## src/core/uart_irq_map.svh

```systemverilog
// Register offsets, field positions, codes and reset values of the UART channel control block.
// Assumes inclusion by bare name from the design module, the checker and the bench.
`ifndef UART_IRQ_MAP_SVH
`define UART_IRQ_MAP_SVH
// Byte offsets on the register bus.
`define OFS_INTERRUPT_ENABLE 8'h00
`define OFS_STATUS_FIFO 8'h04
`define OFS_LINE_CONTROL 8'h08
`define OFS_ENHANCED_FEATURE 8'h0c
`define OFS_LINE_STATUS 8'h10
`define OFS_MODEM_STATUS 8'h14
`define OFS_RECEIVE_HOLDING 8'h18
`define OFS_TRANSMIT_HOLDING 8'h1c
// Reset values.
`define RST_BYTE 8'h00
`define RST_TRIGGER 6'h08
// Field positions.
`define IE_RX 0
`define IE_TX 1
`define IE_LINE 2
`define IE_MODEM 3
`define IE_XOFF 5
`define IE_RTS 6
`define IE_CTS 7
`define EF_ENABLE 4
`define EF_AUTO_RTS 6
`define EF_AUTO_CTS 7
`define FC_ENABLE 0
`define FC_RX_RESET 1
`define FC_TX_RESET 2
`define FC_DMA 3
`define LC_STOP 2
`define LC_PARITY 3
`define LC_EVEN 4
// Status codes in bits 5:0, by priority level.
`define CODE_LINE 6'h06
`define CODE_TIMEOUT 6'h0c
`define CODE_RX_READY 6'h04
`define CODE_TX_READY 6'h02
`define CODE_MODEM 6'h00
`define CODE_XOFF 6'h10
`define CODE_FLOW 6'h20
`define CODE_NONE 6'h01
// Trigger levels in characters, then the base word length in bits.
`define TRIG_8 6'h08
`define TRIG_16 6'h10
`define TRIG_24 6'h18
`define TRIG_30 6'h1e
`define TRIG_ONE 6'h01
`define LEVEL_EMPTY 6'h00
`define WORD_BASE 4'h5
`endif

```

## src/core/uart_irq_pkg.sv

```systemverilog
// Types shared by the UART channel control modules.
// Assumes uart_irq_map.svh is on the include path.
package uart_irq_pkg;
  // Interrupt sources by priority; index 0 is the highest.
  typedef enum logic [2:0] {
    SRC_LINE = 3'b000,
    SRC_TIMEOUT = 3'b001,
    SRC_RX_READY = 3'b010,
    SRC_TX_READY = 3'b011,
    SRC_MODEM = 3'b100,
    SRC_XOFF = 3'b101,
    SRC_FLOW = 3'b110,
    SRC_NONE = 3'b111
  } src_e;
endpackage : uart_irq_pkg

```

## src/core/irq_src_if.sv

```systemverilog
// Carries the pending interrupt vector to the priority encoder and the winner back.
// Assumes both ends run on the same clock.
`timescale 1ns/1ps
interface irq_src_if;
  import uart_irq_pkg::*;
  logic [6:0] pending;
  src_e top;
  modport src (output pending, input top);
  modport enc (input pending, output top);
endinterface : irq_src_if

```

## src/core/rise_detect.sv

```systemverilog
// Rising edge detector with an optional two-stage synchroniser in front.
// Assumes clk and nrst of the enclosing block; the pulse lasts one cycle.
`timescale 1ns/1ps
module rise_detect #(
  parameter bit SYNC = 1'b0
) (
  input wire logic clk,
  input wire logic nrst,
  input wire logic level,
  output logic rise
);
  logic meta;
  logic stable;
  logic prev;

  // The first stage feeds only the second stage.
  always_ff @(posedge clk or negedge nrst) begin
    if (!nrst) begin
      meta <= 1'b0;
      stable <= 1'b0;
    end else begin
      meta <= level;
      stable <= SYNC ? meta : level;
    end
  end

  // Remember the last settled level to find low-to-high changes.
  always_ff @(posedge clk or negedge nrst) begin
    if (!nrst) begin
      prev <= 1'b0;
    end else begin
      prev <= stable;
    end
  end

  assign rise = stable & ~prev;
endmodule : rise_detect

```

## src/core/irq_priority.sv

```systemverilog
// Picks the highest-priority pending interrupt source.
// Assumes pending bit 0 is the highest priority.
`timescale 1ns/1ps
module irq_priority
  import uart_irq_pkg::*;
(
  irq_src_if.enc bus
);
  // Lowest set index wins.
  always_comb begin
    bus.top = SRC_NONE;
    for (int i = 6; i >= 0; i--) begin
      if (bus.pending[i]) begin
        bus.top = src_e'(i[2:0]);
      end
    end
  end
endmodule : irq_priority

```

## src/core/uart_irq_fifo_lcr.sv

```systemverilog
// UART channel interrupt prioritisation, FIFO control and line format registers.
// Assumes the datapath on the same clock supplies line and modem status, FIFO levels,
// character timeout and flow-control events; only the clear-to-send pin is asynchronous.
//
// Added by the designer: the Avalon-MM register port and the register addresses.
`timescale 1ns/1ps
`include "uart_irq_map.svh"
module uart_irq_fifo_lcr
  import uart_irq_pkg::*;
(
  input wire logic clk,
  input wire logic nrst,
  input wire logic [7:0] avs_address,
  input wire logic avs_read,
  input wire logic avs_write,
  input wire logic [31:0] avs_writedata,
  input wire logic [3:0] avs_byteenable,
  output logic [31:0] avs_readdata,
  output logic avs_waitrequest,
  input wire logic [7:0] line_status,
  input wire logic [3:0] modem_status,
  input wire logic [7:0] receive_data,
  input wire logic [5:0] rx_level,
  input wire logic [5:0] tx_level,
  input wire logic char_timeout,
  input wire logic xoff_match,
  input wire logic xon_match,
  input wire logic special_match,
  input wire logic rx_char,
  input wire logic rts_n_level,
  input wire logic cts_n_pin,
  output logic irq,
  output logic fifo_enable,
  output logic rx_fifo_reset,
  output logic tx_fifo_reset,
  output logic dma_mode,
  output logic [5:0] rx_trigger,
  output logic [5:0] tx_trigger,
  output logic [3:0] word_bits,
  output logic [1:0] stop_code,
  output logic parity_enable,
  output logic parity_even,
  output logic tx_write,
  output logic [7:0] transmit_holding,
  output logic rx_read
);
  logic [7:0] interrupt_enable;
  logic [7:0] enhanced_feature;
  logic [7:0] line_control;
  logic [7:0] prev_line;
  logic [3:0] prev_modem;
  logic [5:0] prev_tx;
  logic prev_tx_enable;
  logic tx_over;
  logic line_flag;
  logic modem_flag;
  logic timeout_flag;
  logic tx_flag;
  logic xoff_flag;
  logic special_flag;
  logic flow_flag;
  logic rts_rise;
  logic cts_rise;
  logic efr_on;
  logic take;
  logic wr_en;
  logic rd_status;
  logic rd_line;
  logic rd_modem;
  logic rd_rhr;
  logic wr_thr;
  logic wr_fcr;
  logic rx_ready;
  logic [5:0] trig_eff;
  logic [5:0] status_code;
  logic [7:0] status_byte;
  logic [7:0] next_read;
  src_e held;
  irq_src_if src_bus ();

  assign efr_on = enhanced_feature[`EF_ENABLE];
  // A request completes at the edge where waitrequest is low.
  assign take = (avs_read | avs_write) & ~avs_waitrequest;
  assign wr_en = take & avs_write & avs_byteenable[0];
  assign rd_status = take & avs_read & (avs_address == `OFS_STATUS_FIFO);
  assign rd_line = take & avs_read & (avs_address == `OFS_LINE_STATUS);
  assign rd_modem = take & avs_read & (avs_address == `OFS_MODEM_STATUS);
  assign rd_rhr = take & avs_read & (avs_address == `OFS_RECEIVE_HOLDING);
  assign wr_thr = wr_en & (avs_address == `OFS_TRANSMIT_HOLDING);
  assign wr_fcr = wr_en & (avs_address == `OFS_STATUS_FIFO);

  // Flow pin edges; the clear-to-send pin comes from outside and is synchronised.
  rise_detect #(.SYNC(1'b0)) rts_edge (
    .clk(clk),
    .nrst(nrst),
    .level(rts_n_level),
    .rise(rts_rise)
  );
  rise_detect #(.SYNC(1'b1)) cts_edge (
    .clk(clk),
    .nrst(nrst),
    .level(cts_n_pin),
    .rise(cts_rise)
  );

  // One wait cycle per request, then a single ready cycle.
  always_ff @(posedge clk or negedge nrst) begin
    if (!nrst) begin
      avs_waitrequest <= 1'b1;
    end else begin
      avs_waitrequest <= ~((avs_read | avs_write) & avs_waitrequest);
    end
  end

  // Read data is captured while waitrequest is still high and stands at the ready edge.
  always_comb begin
    case (avs_address)
      `OFS_INTERRUPT_ENABLE: next_read = interrupt_enable;
      `OFS_STATUS_FIFO: next_read = status_byte;
      `OFS_LINE_CONTROL: next_read = line_control;
      `OFS_ENHANCED_FEATURE: next_read = enhanced_feature;
      `OFS_LINE_STATUS: next_read = line_status;
      `OFS_MODEM_STATUS: next_read = {4'h0, modem_status};
      `OFS_RECEIVE_HOLDING: next_read = receive_data;
      default: next_read = `RST_BYTE;
    endcase
  end

  always_ff @(posedge clk or negedge nrst) begin
    if (!nrst) begin
      avs_readdata <= 32'h0000_0000;
    end else if (avs_read & avs_waitrequest) begin
      avs_readdata <= {24'h00_0000, next_read};
    end
  end

  // Interrupt enable; the upper half is writable only with enhanced features on.
  always_ff @(posedge clk or negedge nrst) begin
    if (!nrst) begin
      interrupt_enable <= `RST_BYTE;
    end else if (wr_en && avs_address == `OFS_INTERRUPT_ENABLE) begin
      interrupt_enable[3:0] <= avs_writedata[3:0];
      if (efr_on) begin
        interrupt_enable[7:4] <= avs_writedata[7:4];
      end
    end
  end

  // Enhanced feature and line control registers.
  always_ff @(posedge clk or negedge nrst) begin
    if (!nrst) begin
      enhanced_feature <= `RST_BYTE;
      line_control <= `RST_BYTE;
    end else if (wr_en) begin
      if (avs_address == `OFS_ENHANCED_FEATURE) begin
        enhanced_feature <= avs_writedata[7:0];
      end
      if (avs_address == `OFS_LINE_CONTROL) begin
        line_control <= avs_writedata[7:0];
      end
    end
  end

  // Line format outputs decoded from line control.
  always_ff @(posedge clk or negedge nrst) begin
    if (!nrst) begin
      word_bits <= `WORD_BASE;
      stop_code <= 2'h0;
      parity_enable <= 1'b0;
      parity_even <= 1'b0;
    end else begin
      word_bits <= `WORD_BASE + {2'h0, line_control[1:0]};
      if (!line_control[`LC_STOP]) begin
        stop_code <= 2'h0;
      end else begin
        stop_code <= (line_control[1:0] == 2'h0) ? 2'h1 : 2'h2;
      end
      parity_enable <= line_control[`LC_PARITY];
      parity_even <= line_control[`LC_EVEN];
    end
  end

  // FIFO control: bit 0 always, the rest only when bit 0 is set in the same write.
  always_ff @(posedge clk or negedge nrst) begin
    if (!nrst) begin
      fifo_enable <= 1'b0;
      dma_mode <= 1'b0;
      rx_trigger <= `RST_TRIGGER;
      tx_trigger <= `TRIG_16;
      rx_fifo_reset <= 1'b0;
      tx_fifo_reset <= 1'b0;
    end else begin
      rx_fifo_reset <= 1'b0;
      tx_fifo_reset <= 1'b0;
      if (wr_fcr) begin
        fifo_enable <= avs_writedata[`FC_ENABLE];
        if (avs_writedata[`FC_ENABLE]) begin
          rx_fifo_reset <= avs_writedata[`FC_RX_RESET];
          tx_fifo_reset <= avs_writedata[`FC_TX_RESET];
          dma_mode <= avs_writedata[`FC_DMA];
          case (avs_writedata[7:6])
            2'h0: rx_trigger <= `TRIG_8;
            2'h1: rx_trigger <= `TRIG_16;
            2'h2: rx_trigger <= `TRIG_24;
            default: rx_trigger <= `TRIG_30;
          endcase
          if (efr_on) begin
            case (avs_writedata[5:4])
              2'h0: tx_trigger <= `TRIG_16;
              2'h1: tx_trigger <= `TRIG_8;
              2'h2: tx_trigger <= `TRIG_24;
              default: tx_trigger <= `TRIG_30;
            endcase
          end
        end
      end
    end
  end

  // Transmit holding writes and receive holding reads are passed to the datapath.
  always_ff @(posedge clk or negedge nrst) begin
    if (!nrst) begin
      tx_write <= 1'b0;
      rx_read <= 1'b0;
      transmit_holding <= `RST_BYTE;
    end else begin
      tx_write <= wr_thr;
      rx_read <= rd_rhr;
      if (wr_thr) begin
        transmit_holding <= avs_writedata[7:0];
      end
    end
  end

  // Status history used to find new events.
  always_ff @(posedge clk or negedge nrst) begin
    if (!nrst) begin
      prev_line <= `RST_BYTE;
      prev_modem <= 4'h0;
      prev_tx <= `LEVEL_EMPTY;
      prev_tx_enable <= 1'b0;
      tx_over <= 1'b0;
    end else begin
      prev_line <= line_status;
      prev_modem <= modem_status;
      prev_tx <= tx_level;
      prev_tx_enable <= interrupt_enable[`IE_TX];
      if (tx_level > trig_eff) begin
        tx_over <= 1'b1;
      end else if (tx_level == `LEVEL_EMPTY) begin
        tx_over <= 1'b0;
      end
    end
  end

  // Line and modem flags; a new event wins over a clearing read in the same cycle.
  always_ff @(posedge clk or negedge nrst) begin
    if (!nrst) begin
      line_flag <= 1'b0;
      modem_flag <= 1'b0;
      timeout_flag <= 1'b0;
    end else begin
      if (|(line_status[4:1] & ~prev_line[4:1])) begin
        line_flag <= 1'b1;
      end else if (rd_line) begin
        line_flag <= 1'b0;
      end
      if (|(modem_status & ~prev_modem)) begin
        modem_flag <= 1'b1;
      end else if (rd_modem) begin
        modem_flag <= 1'b0;
      end
      if (char_timeout) begin
        timeout_flag <= 1'b1;
      end else if (rd_rhr) begin
        timeout_flag <= 1'b0;
      end
    end
  end

  // Without FIFOs the transmit threshold is a single character.
  assign trig_eff = fifo_enable ? tx_trigger : `TRIG_ONE;
  assign rx_ready = fifo_enable ? (rx_level >= rx_trigger) : (rx_level != `LEVEL_EMPTY);

  // Transmit ready: falling below trigger, or empty after a reload that stayed at or under it.
  always_ff @(posedge clk or negedge nrst) begin
    if (!nrst) begin
      tx_flag <= 1'b0;
    end else if ((prev_tx >= trig_eff && tx_level < trig_eff)
                 || (tx_level == `LEVEL_EMPTY && prev_tx != `LEVEL_EMPTY && !tx_over)
                 || (interrupt_enable[`IE_TX] && !prev_tx_enable
                     && tx_level == `LEVEL_EMPTY)) begin
      tx_flag <= 1'b1;
    end else if ((rd_status && held == SRC_TX_READY) || wr_thr) begin
      tx_flag <= 1'b0;
    end
  end

  // Xoff and special character flags behind status bit 4.
  always_ff @(posedge clk or negedge nrst) begin
    if (!nrst) begin
      xoff_flag <= 1'b0;
      special_flag <= 1'b0;
    end else begin
      if (xoff_match) begin
        xoff_flag <= 1'b1;
      end else if ((rd_status && held == SRC_XOFF) || xon_match) begin
        xoff_flag <= 1'b0;
      end
      if (special_match) begin
        special_flag <= 1'b1;
      end else if ((rd_status && held == SRC_XOFF) || rx_char) begin
        special_flag <= 1'b0;
      end
    end
  end

  // Flow-control pin change flag behind status bit 5.
  always_ff @(posedge clk or negedge nrst) begin
    if (!nrst) begin
      flow_flag <= 1'b0;
    end else if ((rts_rise && interrupt_enable[`IE_RTS] && efr_on
                  && enhanced_feature[`EF_AUTO_RTS])
                 || (cts_rise && interrupt_enable[`IE_CTS] && efr_on
                     && enhanced_feature[`EF_AUTO_CTS])) begin
      flow_flag <= 1'b1;
    end else if (rd_modem) begin
      flow_flag <= 1'b0;
    end
  end

  // Enabled sources in priority order.
  assign src_bus.pending = {
    flow_flag & efr_on,
    (xoff_flag | special_flag) & interrupt_enable[`IE_XOFF] & efr_on,
    modem_flag & interrupt_enable[`IE_MODEM],
    tx_flag & interrupt_enable[`IE_TX],
    rx_ready & interrupt_enable[`IE_RX],
    timeout_flag & interrupt_enable[`IE_RX],
    line_flag & interrupt_enable[`IE_LINE]
  };

  irq_priority prio (
    .bus(src_bus.enc)
  );

  // The reported source stays until it is serviced; only then is the next one taken.
  always_ff @(posedge clk or negedge nrst) begin
    if (!nrst) begin
      held <= SRC_NONE;
    end else if (held == SRC_NONE || !src_bus.pending[held]) begin
      held <= src_bus.top;
    end
  end

  // Status code of the reported source.
  always_comb begin
    case (held)
      SRC_LINE: status_code = `CODE_LINE;
      SRC_TIMEOUT: status_code = `CODE_TIMEOUT;
      SRC_RX_READY: status_code = `CODE_RX_READY;
      SRC_TX_READY: status_code = `CODE_TX_READY;
      SRC_MODEM: status_code = `CODE_MODEM;
      SRC_XOFF: status_code = `CODE_XOFF;
      SRC_FLOW: status_code = `CODE_FLOW;
      default: status_code = `CODE_NONE;
    endcase
  end

  assign status_byte = {fifo_enable, fifo_enable, status_code};

  // Interrupt output follows the reported source.
  always_ff @(posedge clk or negedge nrst) begin
    if (!nrst) begin
      irq <= 1'b0;
    end else begin
      irq <= (held != SRC_NONE) && src_bus.pending[held];
    end
  end
endmodule : uart_irq_fifo_lcr

```

## config.mk

```make
export PLATFORM = sky130hd
export DESIGN_NAME = uart_irq_fifo_lcr
export DESIGN_NICKNAME = d
export VERILOG_FILES = /design/src/core/uart_irq_pkg.sv /design/src/core/irq_src_if.sv /design/src/core/rise_detect.sv /design/src/core/irq_priority.sv /design/src/core/uart_irq_fifo_lcr.sv
export VERILOG_INCLUDE_DIRS = /design/src /design/src/core
export SDC_FILE = /design/constraint.sdc
export NUM_CORES = 1
export LEC_CHECK = 0
export BUFFER_PORTS_ARGS = -buffer_cell sky130_fd_sc_hd__buf_2
export CORE_MARGIN = 5
export CORE_UTILIZATION = 54
export DETAILED_ROUTE_END_ITERATION = 10
export PLACE_DENSITY = 0.85
export SLEW_MARGIN = 20
export SYNTH_ARGS = -nofsm -noshare
export SYNTH_HDL_FRONTEND = slang
export SYNTH_SLANG_ARGS = --single-unit
```

## constraint.sdc

```tcl
create_clock -name clk -period 4.15 [get_ports clk]
set_input_delay 0.415 -clock clk [delete_from_list [all_inputs] [get_ports clk]]
set_output_delay 0.415 -clock clk [all_outputs]
set_load 0.02 [all_outputs]
```

==> results by stage <==
Status:
- The run finished with clean final reports.

Worst setup path:
- The cell depth of the worst flop-to-flop path is 3.
- At the worst endpoint, the required time is roughly 4400 ps.
- The cell with the largest stage delay on the worst path is sky130_fd_sc_hd__nor4_2.
- The launching point of the worst reg2reg path is avs_waitrequest.
- The nature of the critical path endpoint is a flop.
- The critical path goes through buf_2, nor4_2, buf_4, nand3_1, nor3_1, nand2_1, a31o_1.
- The critical path launch point type is an input port.
- On the worst path, the slowest cell contributes a delay of 600 ps.
- The worst setup slack for register-to-register paths is between 2000 and 2500 ps.
- The worst reg2reg path endpoint is transmit_holding[6].
- Along the worst path, the maximum fanout reaches 14.
- The classification of the worst setup path is input port to flop.
- The data arrival at the endpoint of the critical path is 2290 ps.

Routing:
- The total detailed-routing wirelength is 11.1 mm.
- In the final routed layout, each cell accounts on average for 17.6 um.
- The total number of vias is 3618.
- The number of DRC violations after detailed-routing iteration 0 is 239.
- The number of nets still failing antenna checks after routing is 0.
- The first detailed-routing pass ran for 7 iterations.
- The average vias per placed instance is ~5.7.
- The final routed DRC violation total is 0.

Place:
- The congestion estimate from routability-driven global placement came to 0.975.
- In this run the cell area measured after placement is 5050 um^2.
- The number of input and output port buffers inserted is 99.
- The post-detailed-placement half-perimeter wirelength is 8.49 mm.
- The post-placement worst setup slack is 1770 ps.

Timing:
- The number of hold-slack violations in the final timing report is 0.
- Based on the critical path, the design can be clocked at up to 491 MHz.
- Setup violations remaining at the end of the flow were counted as 0.
- The worst-case setup margin in the final layout is 2110 ps.
- Setup repair after global routing left no endpoint under its margin.
- The shortest clock period the worst path allows after layout is 2040 ps.
- The largest clock skew in the final design is around 15 ps.
- The part of the cycle the worst path needs is 0.491.
- The summed negative setup slack over all endpoints is 0 ps.
- Measured against its own limit, the worst slew margin works out to 0.463.
- The max-slew violation total from the final report is 0.
- The actual slew at the worst max-slew pin is 805 ps.

Clock tree:
- The number of CTS-inserted buffers is 9.
- The CTS sink count is 93.
- The number of resized instances in the post-cts repair step is 0.
- The clock transition at the registers of the reported paths is 90 ps.
- TritonCTS built the clock tree.
- The tree is rooted in a sky130_fd_sc_hd__clkbuf_8.
- Buffers inserted to repair hold after CTS numbered 0.
- Buffers added to address setup during post-CTS repair amount to 0.
- The clock passes through at most 2 buffers.
- The clock latency on the worst-skew pair is 360 ps.
- CTS built an H-tree with a depth of 3.

Synth:
- The cell area that synthesis handed to floorplanning was 4590 um^2.
- The predominant post-synthesis flop cell is sky130_fd_sc_hd__dfrtp_1.
- The register bit total from synthesis is 93.
- The count of flip-flops with a built-in enable after synthesis is 0.
- The share of flip-flops with an asynchronous set or reset is 1.00.
- For this run, the register share of the synthesized area comes to 0.509.
- The count of cell types in the netlist is between 50 and 60.
- Dividing the synthesized area by the synthesized cell count gives around 11 um^2.
- The synthesis warning total is 0.
- Synthesis handed over a netlist of 424 instances.

Finish:
- Measured on the finished design, the core utilization comes to 0.634.
- The library cells used most frequently in the layout, excluding fill and tap cells, are sky130_fd_sc_hd__buf_2, sky130_fd_sc_hd__dfrtp_1, sky130_fd_sc_hd__nand2_1, sky130_fd_sc_hd__conb_1, sky130_fd_sc_hd__inv_1.
- Leaving out fill and tap cells, the most frequent cell in the layout is sky130_fd_sc_hd__buf_2.
- Summing all non-filler instances in the final layout gives an area of 5230 um^2.
- The final layout contains 624 nets.
- Relative to the synthesized area, the layout overhead comes to 14.0%.
- Of the cells placed in the final design, the portion with a size suffix greater than 1 is 0.289.
- The number of antenna diodes is 0.

Floorplanning:
- The initial cell density of the core is 0.556.
- In this run the vertical extent of the chip is 102 um.
- The floorplan step defined a die boundary enclosing 10400 um^2.
- The floorplan has 33 rows.
- Measured along the x axis, the die boundary spans 102 um.
- Pin placement for this block handled 155 I/O pins.
- The core region area is approximately 8300 um^2.

Global route:
- The wire length of the first global-routing pass is 17.3 mm.
- The total global-route track usage is 0.216.
- The number of antenna violations at the first check in global routing is 0.
- Entering global routing, the biggest net connects 66 pins.
- The via count of the first global-routing pass is 3370.
- The final global-route overflow total is 0.

Power:
- The design draws 0.00170 W.
- For this design the ratio of total power to cell area is 325 nW/um^2.
- IR analysis of the VDD net gives a maximum drop of 189 uV.
- The leakage component of the power is about 2.6 nW.

Worst hold path:
- The min-delay analysis places its worst path in the category input port to async pin.

Flow run:
- Across the run, the number of max-cap violations was 0.
[cell type report]
type / instances / area (um^2)
clock inverters: 6 / 47.5
flip-flops and latches: 93 / 2340
multi-input cells: 288 / 1960
clock buffers: 10 / 138
repair buffers: 102 / 520
well taps: 105 / 131
fillers: 693 / 3030
inverters: 27 / 101
[where the power goes]
| group | leakage [nW] | total (W) | switching [W] | internal [W] |
|---|---|---|---|---|
| combinational | 1.34 | 0.000190 | 0.000126 | 0.0000632 |
| clock | 0.0928 | 0.000558 | 0.000319 | 0.000238 |
| sequential | 1.18 | 0.000954 | 0.0000207 | 0.000933 |
[registers in the layout (all words and copies together) (netlist names), 2 cells and up]
name              count
rx_trigger            3
interrupt_enable      8
held                  3
prev_line             4
stop_code             2
prev_tx               6
word_bits             4
enhanced_feature      8
line_control          8
prev_modem            4
transmit_holding      8
avs_readdata          8
tx_trigger            3
[worst max-delay path, delay by kind of cell]
kind                   cells  cell delay, ps
AND/OR/NAND/NOR            4            1180
buffers and inverters      2             430
AO/OA/AOI/OAI              1             260
[through the flow]
step           hold WS, ps  cells
2_1_floorplan          119    451
3_3_place_gp           336    615
3_5_place_dp           338    615
4_1_cts                140    631
5_1_grt                129    631
6_report               148    631
[synthesized netlist by cell type, drive strengths merged (2+ instances only)]
cell type   n  area share
mux2       25       0.061
ha         16       0.044
a32o        4      0.0087
a21boi      2      0.0033
nor4        5      0.0082
and3        2      0.0027
and3b       2      0.0038
nor3        6      0.0065
and2        6      0.0082
a211o       3      0.0057
a21oi      12       0.013
dfrtp      85        0.46
buf        39       0.062
a222oi      5       0.011
nand4       4      0.0055
nor3b       3      0.0060
o22ai       4      0.0055
o221ai      3      0.0057
a32oi       8       0.015
inv        27       0.022
clkbuf      4      0.0033
nor4b       3       0.014
dfstp       8       0.046
nand2      54       0.046
a21o        5      0.0082
nand3b      2      0.0033
o21ai      22       0.024
nand3      13       0.014
nor2b       7      0.0095
o211ai      3      0.0049
nor2       11      0.0090
a22oi       6      0.0098
a31o        2      0.0038
o31ai       2      0.0063
a31oi       4      0.0055
a22o        4      0.0076
nand4b      2      0.0038
nand2b      2      0.0027
[logic make-up after synthesis]
group,share of synthesized area
AOI/OAI and AO/OA,0.144
adders and majority gates,0.0436
buffers and inverters,0.0875
DFF,0.509
muxes,0.0635
other,0.000817
and+or+nand+nor,0.151
[metal layers]
layer	part of all wire	track usage	vias up
met1	0.41	0.300	1768
met5	0	0	-
met4	0.016	0.0716	0
li1	-	-	1666
met3	0.072	0.0300	19
met2	0.50	0.352	165
[how the worst max path moves through the flow]
| stage | startpoint | endpoint | slack, ps | depth (start not counted) |
|---|---|---|---|---|
| 6_report | avs_address[1] | xoff_flag | 2110 | 7 |
| 5_1_grt | avs_address[1] | xoff_flag | 1980 | 7 |
| 4_1_cts | avs_waitrequest | transmit_holding[6] | 2120 | 3 |
| 3_5_place_dp | avs_address[1] | xoff_flag | 1770 | 7 |
| 3_3_place_gp | avs_address[1] | special_flag | 1820 | 7 |
| 2_1_floorplan | rx_trigger[3] | held[1] | 2280 | 7 |
Power figures use the tool's default switching activity.
